--- config.mk ---
export PLATFORM = sky130hd
export DESIGN_NAME = dma_two_channel
export DESIGN_NICKNAME = d
export VERILOG_FILES = /design/src/logic/request_sync.v /design/src/logic/dma_two_channel.v
export VERILOG_INCLUDE_DIRS = /design/src /design/src/logic
export SDC_FILE = /design/constraint.sdc
export NUM_CORES = 1
export LEC_CHECK = 0
export ABC_AREA = 1
export BUFFER_PORTS_ARGS = -buffer_cell sky130_fd_sc_hd__buf_2
export CAP_MARGIN = 20
export CORE_ASPECT_RATIO = 0.75
export CORE_UTILIZATION = 44
export DETAILED_ROUTE_END_ITERATION = 7
export GPL_TIMING_DRIVEN = 0
export PLACE_DENSITY_LB_ADDON = 0.05
export SLEW_MARGIN = 20
export SYNTH_ARGS = -nofsm -noshare
export SYNTH_HDL_FRONTEND = slang
export SYNTH_SLANG_ARGS = --single-unit
--- constraint.sdc ---
create_clock -name clk -period 5.95 [get_ports clk]
set_input_delay 0 -clock clk [delete_from_list [all_inputs] [get_ports clk]]
set_output_delay 0 -clock clk [all_outputs]
set_load 0.1 [all_outputs]
--- src/logic/dma_defines.vh ---
// register map, field positions and encodings of the two-channel dma
// included by both design files; holds definitions only
`ifndef DMA_DEFINES_VH
`define DMA_DEFINES_VH

`define REG_CTRL 6'h00
`define REG_STAT 6'h04
`define REG_SRC 6'h08
`define REG_DST 6'h0C
`define REG_CNT 6'h10
`define REG_FC 6'h14
`define ADDR_CH_BIT 6
`define ADDR_HOLE_BIT 7

`define CTRL_GO 0
`define CTRL_REQ 2:1
`define CTRL_ECO 3
`define CTRL_SINGLE 4
`define CTRL_SSZ 6:5
`define CTRL_DSZ 8:7
`define CTRL_SSTEP 9
`define CTRL_DSTEP 10
`define CTRL_RST 11'h000

`define REQ_INT 2'h0
`define REQ_BURST 2'h2
`define REQ_STEAL 2'h3

`define SZ_BYTE 2'h0
`define SZ_WORD 2'h1

`define ST_DONE 0
`define ST_BES 1
`define ST_BED 2
`define ST_CONF 3
`define ST_BUSY 7
`define STAT_RST 8'h00

`define DUAL_PORT_BYTES 3'h2
`define SINGLE_PORT_BYTES 3'h4
`define FC_RST 8'h00

`endif

--- src/logic/request_sync.v ---
// pin conditioning for one channel: request and done inputs
// assumes asynchronous pins; outputs are in the clk domain
`timescale 1ns/100ps
`include "dma_defines.vh"

module request_sync (
    input wire clk,
    input wire rst_n,
    input wire ce,
    input wire request_n_pin,
    input wire done_n_pin,
    output wire request_level,
    output wire request_fall,
    output wire done_seen
);
    reg [2:0] req_q;
    reg [1:0] done_q;

    always @(posedge clk) begin
        if (!rst_n) begin
            req_q <= 3'h7;
            done_q <= 2'h3;
        end else if (ce) begin
            req_q <= {req_q[1:0], request_n_pin};
            done_q <= {done_q[0], done_n_pin};
        end
    end

    // only stages 1 and 2 are looked at; stage 0 may be metastable
    assign request_level = ~req_q[1];
    assign request_fall = req_q[2] & ~req_q[1];
    assign done_seen = ~done_q[1];
endmodule // request_sync

--- src/logic/dma_two_channel.v ---
// two-channel dma: avalon register slave, request handshake, bus engine
// assumes bus_grant, bus_ack, bus_berr and bus_rdata come from clk logic
`timescale 1ns/100ps
`include "dma_defines.vh"

// Operation
// - two independent channels; byte, word, long operands; single or dual address.
// - per channel 32-bit source and destination pointers, each incrementing or fixed, 32-bit count.
// - dual address moves 16 bits per bus cycle; single address moves 32.
// - dual address packs and unpacks differing operand sizes over several bus cycles.
// - register accesses complete in two clock cycles.
// - request seen as low level or falling edge per mode; peripheral drives it.
// - acknowledge asserted only for an external request, during each access on the side that side select picks.
// - done is active-low, two-way, marks the final transfer of the block.
// - reset aborts bus cycle, restores control bits, drops and ignores requests.
// - once started, one operand per recognised request until block end or error.
// - single read ignores destination pointer; single write ignores source pointer.
// - incrementing pointer steps by 1, 2 or 4 per operand; fixed one stays.
// - pointers still advance when a bus error ends the transfer.
// - count drops by the larger operand size per transfer; several cycles possible.
// - function codes: source code on source cycles, destination code on destination cycles.
// - go bit starts channel, except internal single address, which sets the config flag; internal requests bus at once, external waits.
// - control selects internal or external request, and source or destination side.
// - burst request is level sensitive, sampled during the current bus cycle.
// - burst: request still asserted at cycle end gives another transfer, else release.
// - cycle steal: falling edges before acknowledge of a pending request are ignored.
// - cycle steal: request during acknowledge served before release, else bus released.
// - count reaching zero without error sets done flag; done signal driven only for an external request, during each acknowledged access of the last transfer.
// - single address: side select set acknowledges source reads, clear destination writes.
// - channels request the bus by request and grant; fixed priority between them.
module dma_two_channel (
    input wire clk,
    input wire rst_n,
    input wire ce,
    input wire [7:0] avs_address,
    input wire avs_read,
    input wire avs_write,
    input wire [31:0] avs_writedata,
    output wire [31:0] avs_readdata,
    output wire avs_waitrequest,
    output wire bus_request,
    input wire bus_grant,
    output wire [31:0] bus_addr,
    output wire bus_rd,
    output wire bus_wr,
    output wire [2:0] bus_size,
    output wire [3:0] bus_fc,
    output wire [31:0] bus_wdata,
    input wire [31:0] bus_rdata,
    input wire bus_ack,
    input wire bus_berr,
    input wire [1:0] transfer_request_n,
    output wire [1:0] transfer_ack_n,
    input wire [1:0] last_transfer_n_in,
    output wire [1:0] last_transfer_n_out,
    output wire [1:0] last_transfer_n_oe
);
    localparam E_IDLE = 5'b00001;
    localparam E_ARB = 5'b00010;
    localparam E_NEXT = 5'b00100;
    localparam E_RD = 5'b01000;
    localparam E_WR = 5'b10000;

    function [2:0] sz_bytes;
        input [1:0] s;
        begin
            case (s)
                `SZ_BYTE: sz_bytes = 3'h1;
                `SZ_WORD: sz_bytes = 3'h2;
                default: sz_bytes = 3'h4;
            endcase
        end
    endfunction

    function [31:0] lane_mask;
        input [2:0] n;
        begin
            case (n)
                3'h1: lane_mask = 32'h0000_00FF;
                3'h2: lane_mask = 32'h0000_FFFF;
                default: lane_mask = 32'hFFFF_FFFF;
            endcase
        end
    endfunction

    reg [10:0] ctrl_q [0:1];
    reg [7:0] stat_q [0:1];
    reg [31:0] src_q [0:1];
    reg [31:0] dst_q [0:1];
    reg [31:0] cnt_q [0:1];
    reg [7:0] fc_q [0:1];
    reg [1:0] pend_q;
    reg [1:0] ack_q;
    reg [1:0] drv_q;
    reg [4:0] st_q;
    reg own_q;
    reg ext_stop_q;
    reg [2:0] rcnt_q;
    reg [2:0] wcnt_q;
    reg [2:0] soff_q;
    reg [2:0] doff_q;
    reg [31:0] hold_q;
    reg bus_req_q;
    reg [31:0] addr_q;
    reg rd_q;
    reg wr_q;
    reg [2:0] size_q;
    reg [3:0] fcode_q;
    reg [31:0] wdata_q;
    reg acc_q;
    reg [31:0] rdata_q;
    reg [31:0] rd_mux;
    reg [7:0] ev_set [0:1];
    reg [7:0] sw_clr [0:1];
    reg [1:0] want;
    integer i;

    wire [1:0] req_lvl;
    wire [1:0] req_fall;
    wire [1:0] done_in;

    genvar g;
    generate
        for (g = 0; g < 2; g = g + 1) begin : gen_pin
            request_sync u_sync (
                .clk(clk),
                .rst_n(rst_n),
                .ce(ce),
                .request_n_pin(transfer_request_n[g]),
                .done_n_pin(last_transfer_n_in[g]),
                .request_level(req_lvl[g]),
                .request_fall(req_fall[g]),
                .done_seen(done_in[g])
            );
        end
    endgenerate

    // register slave: first cycle stalls, second commits
    wire avs_req = avs_read | avs_write;
    wire commit = acc_q & avs_req;
    wire hole = avs_address[`ADDR_HOLE_BIT];
    wire sel_ch = avs_address[`ADDR_CH_BIT];
    wire sw_wr = commit & avs_write & ~hole;
    wire [5:0] sw_off = avs_address[5:0];
    assign avs_waitrequest = avs_req & ~acc_q;
    assign avs_readdata = rdata_q;

    always @* begin
        rd_mux = 32'h0000_0000;
        if (!hole) begin
            case (sw_off)
                `REG_CTRL: rd_mux = {21'h00_0000, ctrl_q[sel_ch]};
                `REG_STAT: begin
                    rd_mux = {24'h00_0000, stat_q[sel_ch]};
                    rd_mux[`ST_BUSY] = (st_q != E_IDLE) & (own_q == sel_ch);
                end
                `REG_SRC: rd_mux = src_q[sel_ch];
                `REG_DST: rd_mux = dst_q[sel_ch];
                `REG_CNT: rd_mux = cnt_q[sel_ch];
                `REG_FC: rd_mux = {24'h00_0000, fc_q[sel_ch]};
                default: rd_mux = 32'h0000_0000;
            endcase
        end
    end

    always @(posedge clk) begin
        if (!rst_n) begin
            acc_q <= 1'b0;
            rdata_q <= 32'h0000_0000;
        end else if (ce) begin
            acc_q <= avs_req & ~acc_q;
            if (avs_read & ~acc_q)
                rdata_q <= rd_mux;
        end
    end

    // decode of the channel that owns the engine
    wire [10:0] oc = ctrl_q[own_q];
    wire o_single = oc[`CTRL_SINGLE];
    wire o_eco = oc[`CTRL_ECO];
    wire o_ext = oc[`CTRL_REQ] != `REQ_INT;
    wire [2:0] sb = sz_bytes(oc[`CTRL_SSZ]);
    wire [2:0] db = sz_bytes(oc[`CTRL_DSZ]);
    wire [2:0] ub = (sb > db) ? sb : db;
    wire [2:0] port = o_single ? `SINGLE_PORT_BYTES : `DUAL_PORT_BYTES;
    wire [2:0] rn = (sb > port) ? port : sb;
    wire [2:0] wn = (db > port) ? port : db;
    wire rd_need = ~o_single | o_eco;
    wire wr_need = ~o_single | ~o_eco;
    wire in_next = st_q == E_NEXT;
    wire rd_go = in_next & rd_need & (rcnt_q != ub);
    wire wr_go = in_next & ~rd_go & wr_need & (wcnt_q != ub);
    wire fin = in_next & ~rd_go & ~wr_go;
    wire ack_launch = o_ext & ((rd_go & o_eco) | (wr_go & ~o_eco));
    wire last_op = cnt_q[own_q] <= {29'h0, ub};
    wire [31:0] new_cnt = last_op ? 32'h0000_0000 : cnt_q[own_q] - {29'h0, ub};
    wire [2:0] soff_n = soff_q + rn;
    wire [2:0] doff_n = doff_q + wn;
    wire [2:0] wsh = ub - wcnt_q - wn;
    wire [31:0] src_step = oc[`CTRL_SSTEP] ? {29'h0, sb} : 32'h0000_0000;
    wire [31:0] dst_step = oc[`CTRL_DSTEP] ? {29'h0, db} : 32'h0000_0000;
    wire cycle_end = bus_ack | bus_berr;
    wire cont = ~ext_stop_q & (new_cnt != 32'h0000_0000) & want[own_q];

    // request recognition and status events per channel
    always @* begin
        for (i = 0; i < 2; i = i + 1) begin
            ev_set[i] = 8'h00;
            sw_clr[i] = 8'h00;
            if (sw_wr & (sw_off == `REG_STAT) & (sel_ch == i))
                sw_clr[i] = avs_writedata[7:0];
            ev_set[i][`ST_CONF] = ctrl_q[i][`CTRL_GO] & ctrl_q[i][`CTRL_SINGLE]
                & (ctrl_q[i][`CTRL_REQ] == `REQ_INT);
            case (ctrl_q[i][`CTRL_REQ])
                `REQ_INT: want[i] = 1'b1;
                `REQ_BURST: want[i] = req_lvl[i];
                `REQ_STEAL: want[i] = pend_q[i];
                default: want[i] = 1'b0;
            endcase
            want[i] = want[i] & ctrl_q[i][`CTRL_GO] & ~ev_set[i][`ST_CONF];
        end
        ev_set[own_q][`ST_DONE] = fin & (last_op | ext_stop_q);
        ev_set[own_q][`ST_BES] = (st_q == E_RD) & bus_berr;
        ev_set[own_q][`ST_BED] = (st_q == E_WR) & bus_berr;
    end

    always @(posedge clk) begin
        if (!rst_n) begin
            for (i = 0; i < 2; i = i + 1) begin
                ctrl_q[i] <= `CTRL_RST;
                stat_q[i] <= `STAT_RST;
                src_q[i] <= 32'h0000_0000;
                dst_q[i] <= 32'h0000_0000;
                cnt_q[i] <= 32'h0000_0000;
                fc_q[i] <= `FC_RST;
            end
            pend_q <= 2'b00;
            ack_q <= 2'b00;
            drv_q <= 2'b00;
            st_q <= E_IDLE;
            own_q <= 1'b0;
            ext_stop_q <= 1'b0;
            rcnt_q <= 3'h0;
            wcnt_q <= 3'h0;
            soff_q <= 3'h0;
            doff_q <= 3'h0;
            hold_q <= 32'h0000_0000;
            bus_req_q <= 1'b0;
            addr_q <= 32'h0000_0000;
            rd_q <= 1'b0;
            wr_q <= 1'b0;
            size_q <= 3'h0;
            fcode_q <= 4'h0;
            wdata_q <= 32'h0000_0000;
        end else if (ce) begin
            for (i = 0; i < 2; i = i + 1) begin
                // an event in the clearing cycle still lands
                stat_q[i] <= (stat_q[i] & ~sw_clr[i]) | ev_set[i];
                if (ev_set[i] != 8'h00)
                    ctrl_q[i][`CTRL_GO] <= 1'b0;
                if (sw_wr & (sel_ch == i)) begin
                    case (sw_off)
                        `REG_CTRL: ctrl_q[i] <= avs_writedata[10:0];
                        `REG_SRC: src_q[i] <= avs_writedata;
                        `REG_DST: dst_q[i] <= avs_writedata;
                        `REG_CNT: cnt_q[i] <= avs_writedata;
                        `REG_FC: fc_q[i] <= avs_writedata[7:0];
                        default: ;
                    endcase
                end
                // pending edge clears on acknowledge; a new edge wins the tie
                if (!ctrl_q[i][`CTRL_GO])
                    pend_q[i] <= 1'b0;
                else
                    pend_q[i] <= (pend_q[i] & ~(ack_launch & (own_q == i)))
                        | (req_fall[i] & (ctrl_q[i][`CTRL_REQ] == `REQ_STEAL));
            end
            case (st_q)
                E_IDLE: begin
                    bus_req_q <= 1'b0;
                    rcnt_q <= 3'h0;
                    wcnt_q <= 3'h0;
                    soff_q <= 3'h0;
                    doff_q <= 3'h0;
                    ext_stop_q <= 1'b0;
                    if (want[0]) begin
                        own_q <= 1'b0;
                        st_q <= E_ARB;
                    end else if (want[1]) begin
                        own_q <= 1'b1;
                        st_q <= E_ARB;
                    end
                end
                E_ARB: begin
                    bus_req_q <= 1'b1;
                    if (bus_grant)
                        st_q <= E_NEXT;
                end
                E_NEXT: begin
                    if (rd_go) begin
                        addr_q <= src_q[own_q] + {29'h0, soff_q};
                        rd_q <= 1'b1;
                        size_q <= rn;
                        fcode_q <= fc_q[own_q][3:0];
                        st_q <= E_RD;
                    end else if (wr_go) begin
                        addr_q <= dst_q[own_q] + {29'h0, doff_q};
                        wr_q <= 1'b1;
                        size_q <= wn;
                        fcode_q <= fc_q[own_q][7:4];
                        wdata_q <= (hold_q >> {wsh, 3'b000}) & lane_mask(wn);
                        st_q <= E_WR;
                    end else begin
                        cnt_q[own_q] <= new_cnt;
                        rcnt_q <= 3'h0;
                        wcnt_q <= 3'h0;
                        ext_stop_q <= 1'b0;
                        if (!cont) begin
                            bus_req_q <= 1'b0;
                            st_q <= E_IDLE;
                        end
                    end
                    ack_q[own_q] <= ack_launch;
                    drv_q[own_q] <= ack_launch & last_op;
                end
                E_RD, E_WR: begin
                    if (cycle_end) begin
                        rd_q <= 1'b0;
                        wr_q <= 1'b0;
                        ack_q <= 2'b00;
                        drv_q <= 2'b00;
                        if (ack_q[own_q] & ~drv_q[own_q] & done_in[own_q])
                            ext_stop_q <= 1'b1;
                        if (st_q == E_RD) begin
                            soff_q <= (soff_n == sb) ? 3'h0 : soff_n;
                            if (soff_n == sb | bus_berr)
                                src_q[own_q] <= src_q[own_q] + src_step;
                            hold_q <= (hold_q << {rn, 3'b000}) | (bus_rdata & lane_mask(rn));
                            rcnt_q <= rcnt_q + rn;
                        end else begin
                            doff_q <= (doff_n == db) ? 3'h0 : doff_n;
                            if (doff_n == db | bus_berr)
                                dst_q[own_q] <= dst_q[own_q] + dst_step;
                            wcnt_q <= wcnt_q + wn;
                        end
                        if (bus_berr) begin
                            bus_req_q <= 1'b0;
                            st_q <= E_IDLE;
                        end else begin
                            st_q <= E_NEXT;
                        end
                    end
                end
                default: st_q <= E_IDLE;
            endcase
        end
    end

    assign bus_request = bus_req_q;
    assign bus_addr = addr_q;
    assign bus_rd = rd_q;
    assign bus_wr = wr_q;
    assign bus_size = size_q;
    assign bus_fc = fcode_q;
    assign bus_wdata = wdata_q;
    assign transfer_ack_n = ~ack_q;
    // open-drain style: level is always low, the enable decides
    assign last_transfer_n_out = 2'b00;
    assign last_transfer_n_oe = ~drv_q;
endmodule // dma_two_channel

==> flow_metrics.py <==
metrics = {
    "global_routing": {
        "first_global_vias": 25600,
        "use_met2_pct": 57.9,
        "antenna_found_initial": 2,
        "grt_usage_pct": 38.1,
        "grt_max_degree": 38,
        "grt.met3_usage_pct": 6.82,
        "grt_pass1_wl_um": 169000,
        "top_usage_layer": "met2",
        "grt.overflow.total": 0,
        "met1_usage_pct": 53.7,
    },
    "sta": {
        "drv_slew": 0,
        "tightest_slew_ps": 1210,
        "fmax_ghz": 0.166,
        "rsz0062_at_grt": "true",
        "hold_slack_ps": 28.4,
        "finalCritPeriodShare_pct": 101,
        "timing.final.crit_period_ps": 6020,
        "fin_skew_ps": 37.6,
        "fin_ws_ps": -65.5,
        "timing.final.hold_violations": 0,
        "relSlewSlack_pct": 18.6,
        "setup_viol": 17,
    },
    "floorplanning": {
        "ios": 197,
        "fp.dieH_um": 213,
        "fp.coreArea_um2": 58000,
        "die_w_um": 283,
        "rows": 76,
        "die_area_um2": 60400,
        "initial_core_util_pct": 45.0,
    },
    "setup_path": {
        "end_kind": "flop",
        "required_ps": 6290,
        "r2r_end": "src_q[1][16]",
        "critical_path_class": "reg2reg",
        "crit_fanout": 17,
        "rrSetupSlack_ps": -70,
        "critical_path.endpoint": "src_q[1][16]",
        "arrival_ps": 6360,
        "r2r_cells": 17,
        "start_kind": "flop",
    },
    "synthesis": {
        "synthTopCellsByCount": "nand2_1, o21ai_0, nor2_1",
        "yosysTopAreaCellShare_pct": 28.1,
        "yosys-top-cells-area": "edfxtp_1, dfxtp_1, nand2_1",
        "synth_ff_type": "edfxtp_1",
        "syn_area_per_cell_um2": 7.47,
        "netlist_instances": 3496,
        "netlist_area_um2": 26100,
        "synth_edf_count": 244,
        "async_reset_ff_share_pct": 0,
        "ys_ff_latch": 419,
        "synth_largest_area_cell": "edfxtp_1",
        "yosysWarningCount": 0,
        "synth-seq-area-share_pct": 41.5,
        "yosysMostFrequentCell": "nand2_1",
        "synth_cell_types": 57,
    },
    "clock_network": {
        "cts_tree": "yes",
        "clock_path_buffers": 3,
        "cts_htree_levels": 2,
        "cts_buffers": 46,
        "clock-root-buffer": "clkbuf_16",
        "clk_latency_ps": 620,
        "cts_sinks": 419,
        "clkTransAtPathRegs_ps": 60,
    },
    "placement": {
        "dp.cells": 4474,
        "gp_congestion": 1.02,
        "portBuffers": 190,
        "dpl.hpwl_um": 92500,
        "pre_cts_ws_ps": -1210,
    },
    "status": {
        "status": "complete, but fails checks",
        "violations": "setup timing",
    },
    "cells_and_area": {
        "antenna_cells": 0,
        "final-instance-count-excl-fill": 4627,
        "nets": 3932,
        "layout-drive-gt1-share_pct": 10.9,
        "n_fill_cell": 5767,
        "synthToLayoutAreaGrowth_pct": 17.1,
    },
    "detailed_routing": {
        "drt-pass1-iter-count": 6,
        "wl_per_cell_um": 25.5,
        "routed_wl_um": 118000,
        "vias": 27900,
        "ant_nets": 0,
        "routed_via_density": 6.03,
        "drc": 0,
        "first_iter_violations": 3946,
    },
    "flow_run": {
        "maxCapViolCount": 0,
    },
    "pwr": {
        "power.density_nw_per_um2": 255,
        "power_mw": 7.79,
        "p_leak_nw": 11.7,
        "vdd_drop_max_v": 0.000227,
    },
    "min_path": {
        "hold_class": "in2reg",
        "hp-start": "avs_writedata[1]",
    },
}
[state kept, by name (all words and copies together) (netlist names), 5 cells and up, named ones only]
name and cells:
cnt_q 64, dst_q 64, src_q 64, avs_readdata 32
bus_addr 32, bus_wdata 32, hold_q 32, ctrl_q 22
fc_q 16, stat_q 14, gen_pin.u_sync.req_q 6, st_q 5
[report_power, final]
| part | switching, mW | internal, mW |
|---|---|---|
| registers | 0.0646 | 3.15 |
| clock network | 1.31 | 1.76 |
| logic | 1.11 | 0.402 |
| total | 2.48 | 5.31 |
[per-layer routing]
layer / routed length (µm) / part of all wire (%)
met1: 49700 / 42
met2: 50400 / 43
met3: 13200 / 11
met4: 4710 / 4.0
met5: 27 / 0.023
[worst max-delay path: stages, from the launching register on]
cell      delay, ps
dfxtp_2         370
buf_6           170
buf_6           160
o21ai_1         550
inv_1           240
nor2_1          290
nor2_2          200
fa_1            440
xnor2_1         190
xor2_1          230
xor2_1          170
a211oi_1        120
o21ai_0         600
nor2_1          240
inv_2           240
clkbuf_1        630
nand3_4         520
buf_16          340
[cell type report]
cell class,count,area (µm²),share of cell area [%]
repair buffers,270,1840,6.01
clock inverters,17,211,0.691
plain buffers,184,820,2.68
clock buffers,67,1350,4.42
well taps,780,976,3.19
multi-input cells,2554,13300,43.5
inverters,336,1260,4.13
flip-flops and latches,419,10800,35.4
[kinds of logic after synthesis]
logic type,Yosys count,share of synthesized area (%)
xor gates and xnor gates,130,4.39
other,1,0.0144
and+or+nand+nor,1470,24.0
muxes,21,0.805
buffers and inverters,524,8.04
DFF,419,41.5
AOI/OAI and AO/OA,894,19.2
adders and majority gates,37,2.09
[timing repair]
item | in CTS | in global routing
endpoints found under the hold margin | 265 | 0
setup buffers | 0 | 0
setup endpoints to repair | 231 | 127
hold buffers | 73 | 0
resized for setup | 14 | 12
[worst min-delay path by stage]
| stage | endpoint | cells past startpoint |
|---|---|---|
| after global routing | ctrl_q[0][1] | 3 |
| after detailed placement | hold_q[4] | 3 |
| final | ctrl_q[0][1] | 3 |
| after floorplan | hold_q[0] | 2 |
| after CTS | ctrl_q[0][1] | 3 |
| after global placement | hold_q[7] | 3 |
[layout by cell type (no fill, tap or decap), types with 48 or more instances in the layout]
cell type	netlist	layout
nand2_1	741	736
o21ai_0	447	444
nor2_1	345	340
inv_1	314	313
edfxtp_1	244	244
nand3_1	240	235
buf_2	28	218
a21oi_1	185	184
dfxtp_1	175	174
clkbuf_1	121	127
xor2_1	97	97
dlygate4sd3_1	0	73
o21ai_1	61	64
a22oi_1	60	60
clkbuf_16	0	48
[stage by stage]
step | instance area, µm² | utilization (%) | TNS [ps]
after floorplan | 26100 | - | 0
after global placement | 28100 | 48.4 | -178320
after detailed placement | 28200 | 48.7 | -51120
after CTS | 30600 | 52.7 | 0
after global routing | 30600 | 52.7 | -204
final | 30600 | 52.7 | -896
No activity file was read; power rests on OpenSTA's default activity.
